--- src/status_pkg.sv ---
// Constants shared by the output status word and output voltage flags.
// Assumes a single core clock and byte/word command transfers.
package status_pkg;

	// Command codes
	localparam logic [7:0]  CMD_STATUS_WORD      = 8'h79;
	localparam logic [7:0]  CMD_VOUT_STATUS      = 8'h7a;

	// Output voltage status layout
	localparam int          VOUT_FLAG_COUNT      = 5;
	localparam int          VOUT_FLAG_LSB        = 3;
	localparam int          FLAG_LIMIT_REQ       = 0;
	localparam int          FLAG_UNDER_FAULT     = 1;
	localparam int          FLAG_UNDER_WARN      = 2;
	localparam int          FLAG_OVER_WARN       = 3;
	localparam int          FLAG_OVER_FAULT      = 4;
	localparam logic [4:0]  VOUT_FLAGS_RESET     = 5'h00;
	localparam logic [2:0]  VOUT_UNSUPPORTED_VAL = 3'h0;

	// Status word layout
	localparam int          WORD_VOUT_SUMMARY    = 15;
	localparam int          WORD_IOUT_SUMMARY    = 14;
	localparam int          WORD_INPUT_SUMMARY   = 13;
	localparam int          WORD_MFR_SUMMARY     = 12;
	localparam int          WORD_NOT_GOOD        = 11;
	localparam int          WORD_RSVD_HI         = 10;
	localparam int          WORD_OTHER           = 9;
	localparam int          WORD_RSVD_LO         = 8;
	localparam logic [15:0] WORD_RESET           = 16'h0000;
	localparam logic        RSVD_BIT_VAL         = 1'b0;

	// Open-drain pin levels
	localparam logic        PIN_PULL_LEVEL       = 1'b0;

	// Read and write transfer lengths
	typedef enum logic [1:0] {
		LEN_BYTE = 2'b01,
		LEN_WORD = 2'b10
	} xfer_len_type;

endpackage

--- src/vout_flag_if.sv ---
// Carrier between the status top and its flag storage.
// Assumes one clock domain; all signals are single-cycle qualified.
`timescale 1ns/1ns
`default_nettype none

interface vout_flag_if;
	import status_pkg::*;

	logic [VOUT_FLAG_COUNT-1:0] set_req;
	logic [VOUT_FLAG_COUNT-1:0] clr_req;
	logic                       clr_all;
	logic [VOUT_FLAG_COUNT-1:0] flags;

	modport ctrl (output set_req, output clr_req, output clr_all,
		input flags);
	modport store (input set_req, input clr_req, input clr_all,
		output flags);

endinterface // vout_flag_if

`default_nettype wire

--- src/output_status_top.sv ---
// Output status word and output voltage status byte of a point-of-load
// converter, reached through decoded management-bus command transfers.
// Assumes the bus front end delivers one-cycle read and write strobes with
// the command code, length and data, and that detector inputs are
// synchronous one-cycle or level events from the analog comparators.
//
// Functional notes
// - Status word bit 11 tracks output outside the fault window, unlatched.
// - Not-good low leaves power-ok pin floating; high pulls it low.
// - Host writes never clear the not-good bit.
// - A stack secondary holds the not-good bit at zero.
// - Word bits 10 and 8, voltage status bits 2:0 read zero.
// - Word bit 9 follows an active first-to-alert condition.
// - Word bits 7:0 return the status byte exactly.
// - Voltage flags latch on detection and hold until cleared.
// - Power cycle, clear-faults or output turn-on clear all flags.
// - Writing one to a flag position clears only that flag.
// - Alert masking never touches flag setting or clearing.
// - A disable bit blocks both the flag and the protective response.
// - Bit 7 is the latched overvoltage fault, reset zero.
// - Bit 6 overvoltage warning; also set by fault after soft start.
// - Bit 5 undervoltage warning; also set by an undervoltage fault.
// - Bit 4 latched undervoltage fault, cleared by one or global clears.
// - Bit 3 latches on an out-of-limit voltage request.
// - Voltage status at 7Ah: byte read, byte write to clear.
// - Status word at 79h: word read only, no write form.
// - A write to the status word raises a communication fault.
// - Every status word bit but the zero bits 10 and 8 can raise the alert unless masked.
`timescale 1ns/1ns
`default_nettype none

module output_status_top
	import status_pkg::*;
(
	input  wire logic                        i_core_clk,
	input  wire logic                        i_sys_rst,
	// Decoded command transfers
	input  wire logic                        i_wr_en,
	input  wire logic [7:0]                  i_wr_code,
	input  wire status_pkg::xfer_len_type    i_wr_len,
	input  wire logic [15:0]                 i_wr_data,
	input  wire logic                        i_rd_en,
	input  wire logic [7:0]                  i_rd_code,
	input  wire status_pkg::xfer_len_type    i_rd_len,
	output var  logic                        o_rd_valid,
	output var  logic                        o_rd_hit,
	output var  logic [15:0]                 o_rd_data,
	output var  logic                        o_cml_data_fault,
	// Condition detectors
	input  wire logic                        i_vout_outside_window,
	input  wire logic                        i_ovf_det,
	input  wire logic                        i_ovw_det,
	input  wire logic                        i_uvw_det,
	input  wire logic                        i_uvf_det,
	input  wire logic                        i_limit_req_det,
	input  wire logic                        i_soft_start_done,
	input  wire logic [4:0]                  i_flag_disable,
	input  wire logic                        i_clear_faults,
	input  wire logic                        i_output_turn_on,
	input  wire logic                        i_secondary,
	// Other summaries and the status byte
	input  wire logic                        i_first_to_alert_flag,
	input  wire logic                        i_iout_summary,
	input  wire logic                        i_input_summary,
	input  wire logic                        i_mfr_summary,
	input  wire logic [7:0]                  i_status_byte,
	input  wire logic [15:0]                 i_alert_mask,
	// Responses and pins
	output var  logic [4:0]                  o_fault_response,
	output var  logic                        o_output_not_good_flag,
	output var  logic                        o_power_ok_pin_o,
	output var  logic                        o_power_ok_pin_oe,
	output var  logic                        o_bus_alert_o,
	output var  logic                        o_bus_alert_oe
);

	import status_pkg::*;

	//--------------------------------------------------------------------
	// Command decode helpers
	//--------------------------------------------------------------------

	// Decoding used by both the read and the write path
	function automatic logic is_vout_code(input logic [7:0] code);
		is_vout_code = (code == CMD_VOUT_STATUS);
	endfunction

	function automatic logic is_word_code(input logic [7:0] code);
		is_word_code = (code == CMD_STATUS_WORD);
	endfunction

	//--------------------------------------------------------------------
	// Declarations
	//--------------------------------------------------------------------

	vout_flag_if flag_bus ();

	logic [VOUT_FLAG_COUNT-1:0] detect_raw;
	logic [VOUT_FLAG_COUNT-1:0] detect_ok;
	logic [VOUT_FLAG_COUNT-1:0] set_req;
	logic [VOUT_FLAG_COUNT-1:0] clr_req;
	logic                       clr_all;
	logic                       vout_wr_ok;
	logic                       vout_wr_bad;
	logic                       word_wr;
	logic                       vout_rd_ok;
	logic                       vout_rd_bad;
	logic                       word_rd_ok;
	logic                       word_rd_bad;
	logic                       fault_nxt;
	logic                       not_good;
	logic [7:0]                 vout_status;
	logic [15:0]                status_word;
	logic [15:0]                alert_terms;
	logic                       alert_nxt;
	logic [15:0]                rd_data_nxt;
	logic                       rd_hit_nxt;

	logic                       rd_valid_r;
	logic                       rd_hit_r;
	logic [15:0]                rd_data_r;
	logic                       cml_fault_r;
	logic [4:0]                 response_r;
	logic                       alert_r;

	//--------------------------------------------------------------------
	// Flag set logic
	//--------------------------------------------------------------------

	assign detect_raw[FLAG_OVER_FAULT]  = i_ovf_det;
	assign detect_raw[FLAG_OVER_WARN]   = i_ovw_det;
	assign detect_raw[FLAG_UNDER_WARN]  = i_uvw_det;
	assign detect_raw[FLAG_UNDER_FAULT] = i_uvf_det;
	assign detect_raw[FLAG_LIMIT_REQ]   = i_limit_req_det;

	// Alert masking is deliberately absent here
	assign detect_ok = detect_raw & ~i_flag_disable;

	assign set_req[FLAG_OVER_FAULT]  = detect_ok[FLAG_OVER_FAULT];
	assign set_req[FLAG_UNDER_FAULT] = detect_ok[FLAG_UNDER_FAULT];
	assign set_req[FLAG_LIMIT_REQ]   = detect_ok[FLAG_LIMIT_REQ];

	// A fault caught during soft start is the fixed trip, not a warning
	assign set_req[FLAG_OVER_WARN] = (detect_ok[FLAG_OVER_WARN] |
		(set_req[FLAG_OVER_FAULT] & i_soft_start_done)) &
		~i_flag_disable[FLAG_OVER_WARN];

	assign set_req[FLAG_UNDER_WARN] = (detect_ok[FLAG_UNDER_WARN] |
		set_req[FLAG_UNDER_FAULT]) &
		~i_flag_disable[FLAG_UNDER_WARN];

	//--------------------------------------------------------------------
	// Write decode
	//--------------------------------------------------------------------

	assign vout_wr_ok  = i_wr_en & is_vout_code(i_wr_code) &
		(i_wr_len == LEN_BYTE);
	assign vout_wr_bad = i_wr_en & is_vout_code(i_wr_code) &
		(i_wr_len != LEN_BYTE);
	// The word has no write form; its bits, not-good included, stay put
	assign word_wr     = i_wr_en & is_word_code(i_wr_code);

	// Zeros in the written byte leave their flags alone
	assign clr_req = vout_wr_ok ?
		i_wr_data[VOUT_FLAG_LSB +: VOUT_FLAG_COUNT] :
		VOUT_FLAGS_RESET;

	assign clr_all = i_clear_faults | i_output_turn_on;

	assign flag_bus.set_req = set_req;
	assign flag_bus.clr_req = clr_req;
	assign flag_bus.clr_all = clr_all;

	vout_flag_store u_flags (
		.i_core_clk (i_core_clk),
		.i_sys_rst  (i_sys_rst),
		.flag_bus   (flag_bus)
	);

	//--------------------------------------------------------------------
	// Power-not-good tracking and pin
	//--------------------------------------------------------------------

	power_ok_driver u_power_ok (
		.i_core_clk            (i_core_clk),
		.i_sys_rst             (i_sys_rst),
		.i_vout_outside_window (i_vout_outside_window),
		.i_secondary           (i_secondary),
		.o_not_good            (not_good),
		.o_power_ok_pin_o      (o_power_ok_pin_o),
		.o_power_ok_pin_oe     (o_power_ok_pin_oe)
	);

	//--------------------------------------------------------------------
	// Register views
	//--------------------------------------------------------------------

	assign vout_status = {flag_bus.flags, VOUT_UNSUPPORTED_VAL};

	assign status_word[WORD_VOUT_SUMMARY]  = |flag_bus.flags;
	assign status_word[WORD_IOUT_SUMMARY]  = i_iout_summary;
	assign status_word[WORD_INPUT_SUMMARY] = i_input_summary;
	assign status_word[WORD_MFR_SUMMARY]   = i_mfr_summary;
	assign status_word[WORD_NOT_GOOD]      = not_good;
	assign status_word[WORD_RSVD_HI]       = RSVD_BIT_VAL;
	assign status_word[WORD_OTHER]         = i_first_to_alert_flag;
	assign status_word[WORD_RSVD_LO]       = RSVD_BIT_VAL;
	// No private copy, so the two views can never disagree
	assign status_word[7:0]                = i_status_byte;

	//--------------------------------------------------------------------
	// Read decode
	//--------------------------------------------------------------------

	assign vout_rd_ok  = i_rd_en & is_vout_code(i_rd_code) &
		(i_rd_len == LEN_BYTE);
	assign vout_rd_bad = i_rd_en & is_vout_code(i_rd_code) &
		(i_rd_len != LEN_BYTE);
	assign word_rd_ok  = i_rd_en & is_word_code(i_rd_code) &
		(i_rd_len == LEN_WORD);
	assign word_rd_bad = i_rd_en & is_word_code(i_rd_code) &
		(i_rd_len != LEN_WORD);

	assign rd_hit_nxt  = vout_rd_ok | word_rd_ok;
	assign rd_data_nxt = vout_rd_ok ? {8'h00, vout_status} :
		word_rd_ok ? status_word : WORD_RESET;

	// Wrong protocol at either code counts as invalid data
	assign fault_nxt = word_wr | vout_wr_bad |
		vout_rd_bad | word_rd_bad;

	//--------------------------------------------------------------------
	// Alert and protective response
	//--------------------------------------------------------------------

	// A set mask bit hides its status word bit from the alert only
	assign alert_terms = status_word & ~i_alert_mask;
	assign alert_nxt   = |alert_terms;

	//--------------------------------------------------------------------
	// Registered outputs
	//--------------------------------------------------------------------

	always_ff @(posedge i_core_clk) begin
		if (i_sys_rst) begin
			rd_valid_r  <= 1'b0;
			rd_hit_r    <= 1'b0;
			rd_data_r   <= WORD_RESET;
			cml_fault_r <= 1'b0;
			response_r  <= VOUT_FLAGS_RESET;
			alert_r     <= 1'b0;
		end else begin
			rd_valid_r  <= i_rd_en;
			rd_hit_r    <= rd_hit_nxt;
			rd_data_r   <= rd_data_nxt;
			cml_fault_r <= fault_nxt;
			response_r  <= detect_ok;
			alert_r     <= alert_nxt;
		end
	end

	assign o_rd_valid             = rd_valid_r;
	assign o_rd_hit               = rd_hit_r;
	assign o_rd_data              = rd_data_r;
	assign o_cml_data_fault       = cml_fault_r;
	assign o_fault_response       = response_r;
	assign o_output_not_good_flag = not_good;
	assign o_bus_alert_o          = PIN_PULL_LEVEL;
	assign o_bus_alert_oe         = alert_r;

endmodule // output_status_top

`default_nettype wire

--- src/vout_flag_store.sv ---
// Sticky output voltage flags, one bit per supported condition.
// Assumes set and clear requests are already qualified by the caller.
`timescale 1ns/1ns
`default_nettype none

module vout_flag_store
	import status_pkg::*;
(
	input  wire logic     i_core_clk,
	input  wire logic     i_sys_rst,
	vout_flag_if.store    flag_bus
);

	logic [VOUT_FLAG_COUNT-1:0] flag_r;
	logic [VOUT_FLAG_COUNT-1:0] flag_nxt;

	genvar g;
	generate
		for (g = 0; g < VOUT_FLAG_COUNT; g++) begin : g_flag
			// A new detection outweighs any clear in the same cycle
			assign flag_nxt[g] = flag_bus.set_req[g] |
				(flag_r[g] & ~flag_bus.clr_req[g] & ~flag_bus.clr_all);
		end
	endgenerate

	always_ff @(posedge i_core_clk) begin
		if (i_sys_rst) begin
			flag_r <= VOUT_FLAGS_RESET;
		end else begin
			flag_r <= flag_nxt;
		end
	end

	assign flag_bus.flags = flag_r;

endmodule // vout_flag_store

`default_nettype wire

--- src/power_ok_driver.sv ---
// Live output-not-good flag and the open-drain power-ok pin driver.
// Assumes the window comparator input is already synchronous.
`timescale 1ns/1ns
`default_nettype none

module power_ok_driver
	import status_pkg::*;
(
	input  wire logic i_core_clk,
	input  wire logic i_sys_rst,
	input  wire logic i_vout_outside_window,
	input  wire logic i_secondary,
	output var  logic o_not_good,
	output var  logic o_power_ok_pin_o,
	output var  logic o_power_ok_pin_oe
);

	logic not_good_r;
	logic not_good_nxt;

	// Follows the output, never latched; a stack secondary stays quiet
	assign not_good_nxt = i_vout_outside_window & ~i_secondary;

	always_ff @(posedge i_core_clk) begin
		if (i_sys_rst) begin
			not_good_r <= WORD_RESET[WORD_NOT_GOOD];
		end else begin
			not_good_r <= not_good_nxt;
		end
	end

	assign o_not_good        = not_good_r;
	assign o_power_ok_pin_o  = PIN_PULL_LEVEL;
	assign o_power_ok_pin_oe = not_good_r;

endmodule // power_ok_driver

`default_nettype wire

--- config.mk ---
export PLATFORM = sky130hd
export DESIGN_NAME = output_status_top
export DESIGN_NICKNAME = d
export VERILOG_FILES = /design/src/status_pkg.sv /design/src/vout_flag_if.sv /design/src/output_status_top.sv /design/src/vout_flag_store.sv /design/src/power_ok_driver.sv
export SDC_FILE = /design/constraint.sdc
export NUM_CORES = 1
export LEC_CHECK = 0
export BUFFER_PORTS_ARGS = -buffer_cell sky130_fd_sc_hd__buf_2
export CAP_MARGIN = 20
export CORE_ASPECT_RATIO = 0.75
export CORE_MARGIN = 2
export CORE_UTILIZATION = 33
export DETAILED_ROUTE_END_ITERATION = 6
export PLACE_DENSITY_LB_ADDON = 0.15
export REMOVE_ABC_BUFFERS = 1
export SYNTH_ARGS = -nofsm -noshare
export SYNTH_HDL_FRONTEND = slang
export SYNTH_SLANG_ARGS = --single-unit
--- constraint.sdc ---
create_clock -name i_core_clk -period 1.2 [get_ports i_core_clk]
set_input_delay 0.12 -clock i_core_clk [delete_from_list [all_inputs] [get_ports i_core_clk]]
set_output_delay 0.12 -clock i_core_clk [all_outputs]
set_load 0.05 [all_outputs]
# == Word level (Yosys, flattened, before mapping) ==
# Index checks and enable logic that the tools add are counted.
# classes
n_eq_ne,10
n_mux,3
n_bitwise,50
reduce_logical,4
# op_table
op,count
$eq 8x7->1 const B,4
$and 1x1->1,24
$and 16x16->16,1
$mux 8,2
$not 16->16,1
$reduce_or 16->1,1
$or 1x1->1,12
$not 1->1,10
$and 5x5->5,1
$mux 5,1
$not 5->5,1
$reduce_or 5->1,1
$eq 2x1->1 const B,2
$ne 2x1->1 const B,2
$reduce_or 3->1,1
$eq 2x2->1 const B,1
$ne 2x2->1 const B,1
$reduce_or 2->1,1
# word_totals
register_bits,31
inputBits,83

# == Longest topological paths before layout ==
# logic_depth
depth_word,8
depth_mapped,5
depth_no_buf,4

# == By module ==
# From an unflattened synthesis, not the netlist that was laid out.
# unflattened
cells_unflattened,134
area_unflattened_um2,1273.7
# modules_own_cells
mod,n_inst,cells_each,area_each_um2
output_status_top,1,109,1034.7
vout_flag_store,1,20,187.7
power_ok_driver,1,5,51.3

# == Worst setup path after synthesis ==
# OpenSTA, ideal clock, no wires.
# synth_path
path_type,input to register
startpoint,input port i_wr_code[7]
endpoint,"register u_flags.flag_r[1], in the netlist u_flags.flag_bus.flags[1]"
arrival_ps,1148
t_required_ps,1084
path_slack_ps,-64
stages,4
path_cell_list,nand4b_1 nor4_1 nand2_1 a31o_2
# synth_between
elab_chain_cells,8
# synth_rtl
item,line_no,rtl
"start, declared",output_status_top.sv:39,"input wire logic [7:0] i_wr_code,"
$eq 8x7->1,output_status_top.sv:85,is_vout_code = (code == CMD_VOUT_STATUS);
$and 1x1->1 (2 in a row),output_status_top.sv:156,assign vout_wr_ok = i_wr_en & is_vout_code(i_wr_code) &
$mux 5,output_status_top.sv:164,assign clr_req = vout_wr_ok ?
$not 1->1,vout_flag_store.sv:22,(flag_r[g] & ~flag_bus.clr_req[g] & ~flag_bus.clr_all);
$and 1x1->1 (2 in a row),vout_flag_store.sv:22,
$or 1x1->1,vout_flag_store.sv:21,assign flag_nxt[g] = flag_bus.set_req[g] |
"end signal, assigned",vout_flag_store.sv:30,flag_r <= flag_nxt;
"end, declared",vout_flag_store.sv:14,logic [VOUT_FLAG_COUNT-1:0] flag_r;
# No other way between the ends.
# A chain may end at the register's enable or synchronous reset.

# == Final worst setup path ==
# layout_path
startpoint,"register u_flags.flag_r[1], in the netlist u_flags.flag_bus.flags[1]"
endpoint,"register alert_r, in the netlist o_bus_alert_oe"
# layout_between
elab_chain_cells,3
# layout_rtl
item,line_no,rtl
$reduce_or 5->1,output_status_top.sv:200,assign status_word[WORD_VOUT_SUMMARY] = |flag_bus.flags;
$and 16x16->16,output_status_top.sv:237,assign alert_terms = status_word & ~i_alert_mask;
$reduce_or 16->1,output_status_top.sv:238,assign alert_nxt = |alert_terms;
"end signal, assigned",output_status_top.sv:258,alert_r <= alert_nxt;
"end, declared",output_status_top.sv:124,logic alert_r;
# No other way between the ends.

==> out/summary.txt <==
pin count of the biggest net entering global routing = 12
Final #Nets = 319
ANT cells = 0
Final Worst Setup Slack = -0.113 ns
pre-CTS setup slack = -0.116 ns
vias in the first global route = 1250
FFs w/ async S/R, synth = 0
initial DRC count = 45
initial antenna violation count = 0
violated checks = setup timing
fmax = 762 MHz
RSZ-0062 raised after global routing = true
Max stage delay on crit path = 0.54 ns
placer congestion estimate = 0.796
cells along the critical path = or4_4 -> nor2_4 -> or2_4 -> a41oi_2
Crit Path Category = reg -> reg
Post-CTS Setup Inserts = 0
Avg WL per Cell = 12.3 um
Port-buffer cells = 94
CP endpoint kind = register
Rows = 18
CP Launch Type = register
Max FO, Critical Path = 2
count leader, synth = dfxtp_1
worst skew pair latency = 0.28 ns
Via Count = 1291
Root Driver = clkbuf_8
core box area = 3380 um^2
Yosys warning total = 0
commonest cells in the netlist = dfxtp_1, inv_1, and2_1, nand2_1
Design Area, Final = 1910 um^2
die width = 73.7 um
Starting Density = 0.356
Post-synth EDFFs = 0
area delta synth->final = 58.8%
Slew Limit Fails = 0
final setup fails = 1
Vias/cell = 4.66
Worst-path clk slew = 0.06 ns
WL final = 3400 um
CP arrival = 1.45 ns
I/O pin count = 112
CTS tree = done
final hold violations = 0
cell count after synthesis = 126
Final Util = 0.566
Synth top area share = 0.482
Reg area = 583 um^2
cts bufs inserted = 5
flops & latches, synth = 29
MaxCap Viol Count = 0
PD cells = 1160 nW/um^2
Final ANT Viol Nets = 0
synth top area cells = dfxtp_1, inv_1, and2_1, buf_4, a31o_2
period utilization = 1.09
post-synth cell types = 33
Sink Count = 29
Total Routing Usage GR = 0.172
remaining global-route overflow = 0
status = finished with violations
Worst EP required = 1.34 ns
Multi-input gate area = 547 um^2
DP HPWL = 2830 um
Synth area leader = dfxtp_1
Final Skew = 0.00367 ns
syn avg cell area = 9.55 um^2
clk buf depth = 2
# DRC = 0
Post-Syn Area = 1200 um^2
Max VDD drop = 0.481 mV
first-pass iteration count of the detailed router = 6
sequential share of the synthesized area = 0.482
Setup TNS = -0.113 ns
min-delay worst type = in -> reg
layout cell share with drive strength beyond 1 = 0.540
leakage power = 1.02 nW
first-pass GRT wire length = 5420 um
die height = 56.3 um
dpl cell area = 1780 um^2
crit path time final = 1.31 ns
Post-synth top flop = dfxtp_1
CP max-delay cell = or4_4
H-tree Lvls = 2
filler instances = 320
DIE AREA = 4150 um^2
==> critical path, delay by kind of cell (launching register included) <==
family	cells	cell delay (ns)
AO/OA/AOI/OAI	1	0.10
AND/OR/NAND/NOR	3	0.76
flip-flops	1	0.32
==> power by group <==
part	switching [W]	internal [W]	total (W)
clock network	0.000354	0.000517	0.000871
registers	0.00000984	0.000985	0.000995
logic	0.000188	0.000164	0.000352
==> layout make-up <==
type                            count  area share
Timing Repair Buffer              107       0.298
Clock buffer                        7      0.0504
Tap cell                           40      0.0262
Inverter                           16      0.0314
Multi-Input combinational cell     77       0.286
Sequential cell                    29       0.305
Clock inverter                      1     0.00262
==> sequential cells by signal, indices dropped and copies added, names as in the netlist <==
signal,count
o_rd_valid,1
o_rd_hit,1
o_fault_response,5
o_bus_alert_oe,1
o_cml_data_fault,1
o_rd_data,14
u_flags.flag_bus.flags,5
u_power_ok.o_not_good,1
==> per-stage QoR <==
step / power [W] / hold slack (ns) / cells
floorplan: 0.00117 / 0.189 / 122
global placement: 0.00134 / 0.282 / 268
detailed placement: 0.00135 / 0.285 / 268
CTS: 0.00224 / 0.00811 / 277
global route: 0.00233 / 0.0213 / 277
finish: 0.00222 / 0.0158 / 277
==> cells by family (layout without fill, tap and decap cells) <==
family	Yosys count	in the layout	share of synthesized area
AO/OA/AOI/OAI	22	22	0.141
other	1	4	0.00312
buffers and inverters	23	131	0.0904
AND/OR/NAND/NOR	51	51	0.283
flip-flops	29	29	0.482
==> layout by cell type, fill, tap and decap left out <==
cell           synthesis  routed
clkbuf_8               0       7
clkinv_2               0       1
a221oi_1               1       1
nor3b_1                5       5
buf_2                  0      94
nand4bb_1              1       1
nand4b_1               1       1
nor3_1                 6       6
a32oi_1                3       3
nor2_1                 5       4
nand2_1                7       7
a21oi_1                2       2
a32o_1                 2       2
a41oi_2                0       1
a31o_2                 5       5
a31oi_1                2       2
a222oi_1               1       1
o21ai_0                1       1
dfxtp_1               29      27
or4_4                  0       1
nor2_4                 0       1
nand3b_1               1       1
or2b_1                 1       1
nor4b_4                1       1
nor2b_1                5       5
dfxtp_2                0       2
conb_1                 1       4
or2_4                  0       1
dlygate4sd3_1          0       1
inv_1                 16      16
nor4_1                 1       1
and2_1                 8       8
and3_1                 3       3
o22ai_1                4       4
buf_4                  6      12
nand4b_4               1       1
nor4_2                 1       1
nand2b_1               2       2
==> worst paths after layout <==
kind | from | to | slack, ns | cells after the start
min reg2reg | u_power_ok.o_not_good | o_rd_data[11] | 0.50 | 1
min | i_flag_disable[0] | o_fault_response[0] | 0.02 | 2
max | u_flags.flag_bus.flags[1] | o_bus_alert_oe | -0.11 | 4
max reg2reg | u_flags.flag_bus.flags[1] | o_bus_alert_oe | -0.11 | 4
==> metal layers <==
metal,global-route usage,up-vias,routed length (um)
met5,0,-,0
met4,0.0857,0,85
met1,0.193,566,1460
li1,-,654,-
met3,0.0503,11,257
met2,0.292,60,1590
==> timing repair <==
item,in CTS,in global routing
gates resized for setup,4,3
endpoints found under the hold margin,1,0
endpoints found under the setup margin,2,2
hold buffers,1,0
pin swaps,1,4
Note: power is estimated with default switching activity, not from simulation.
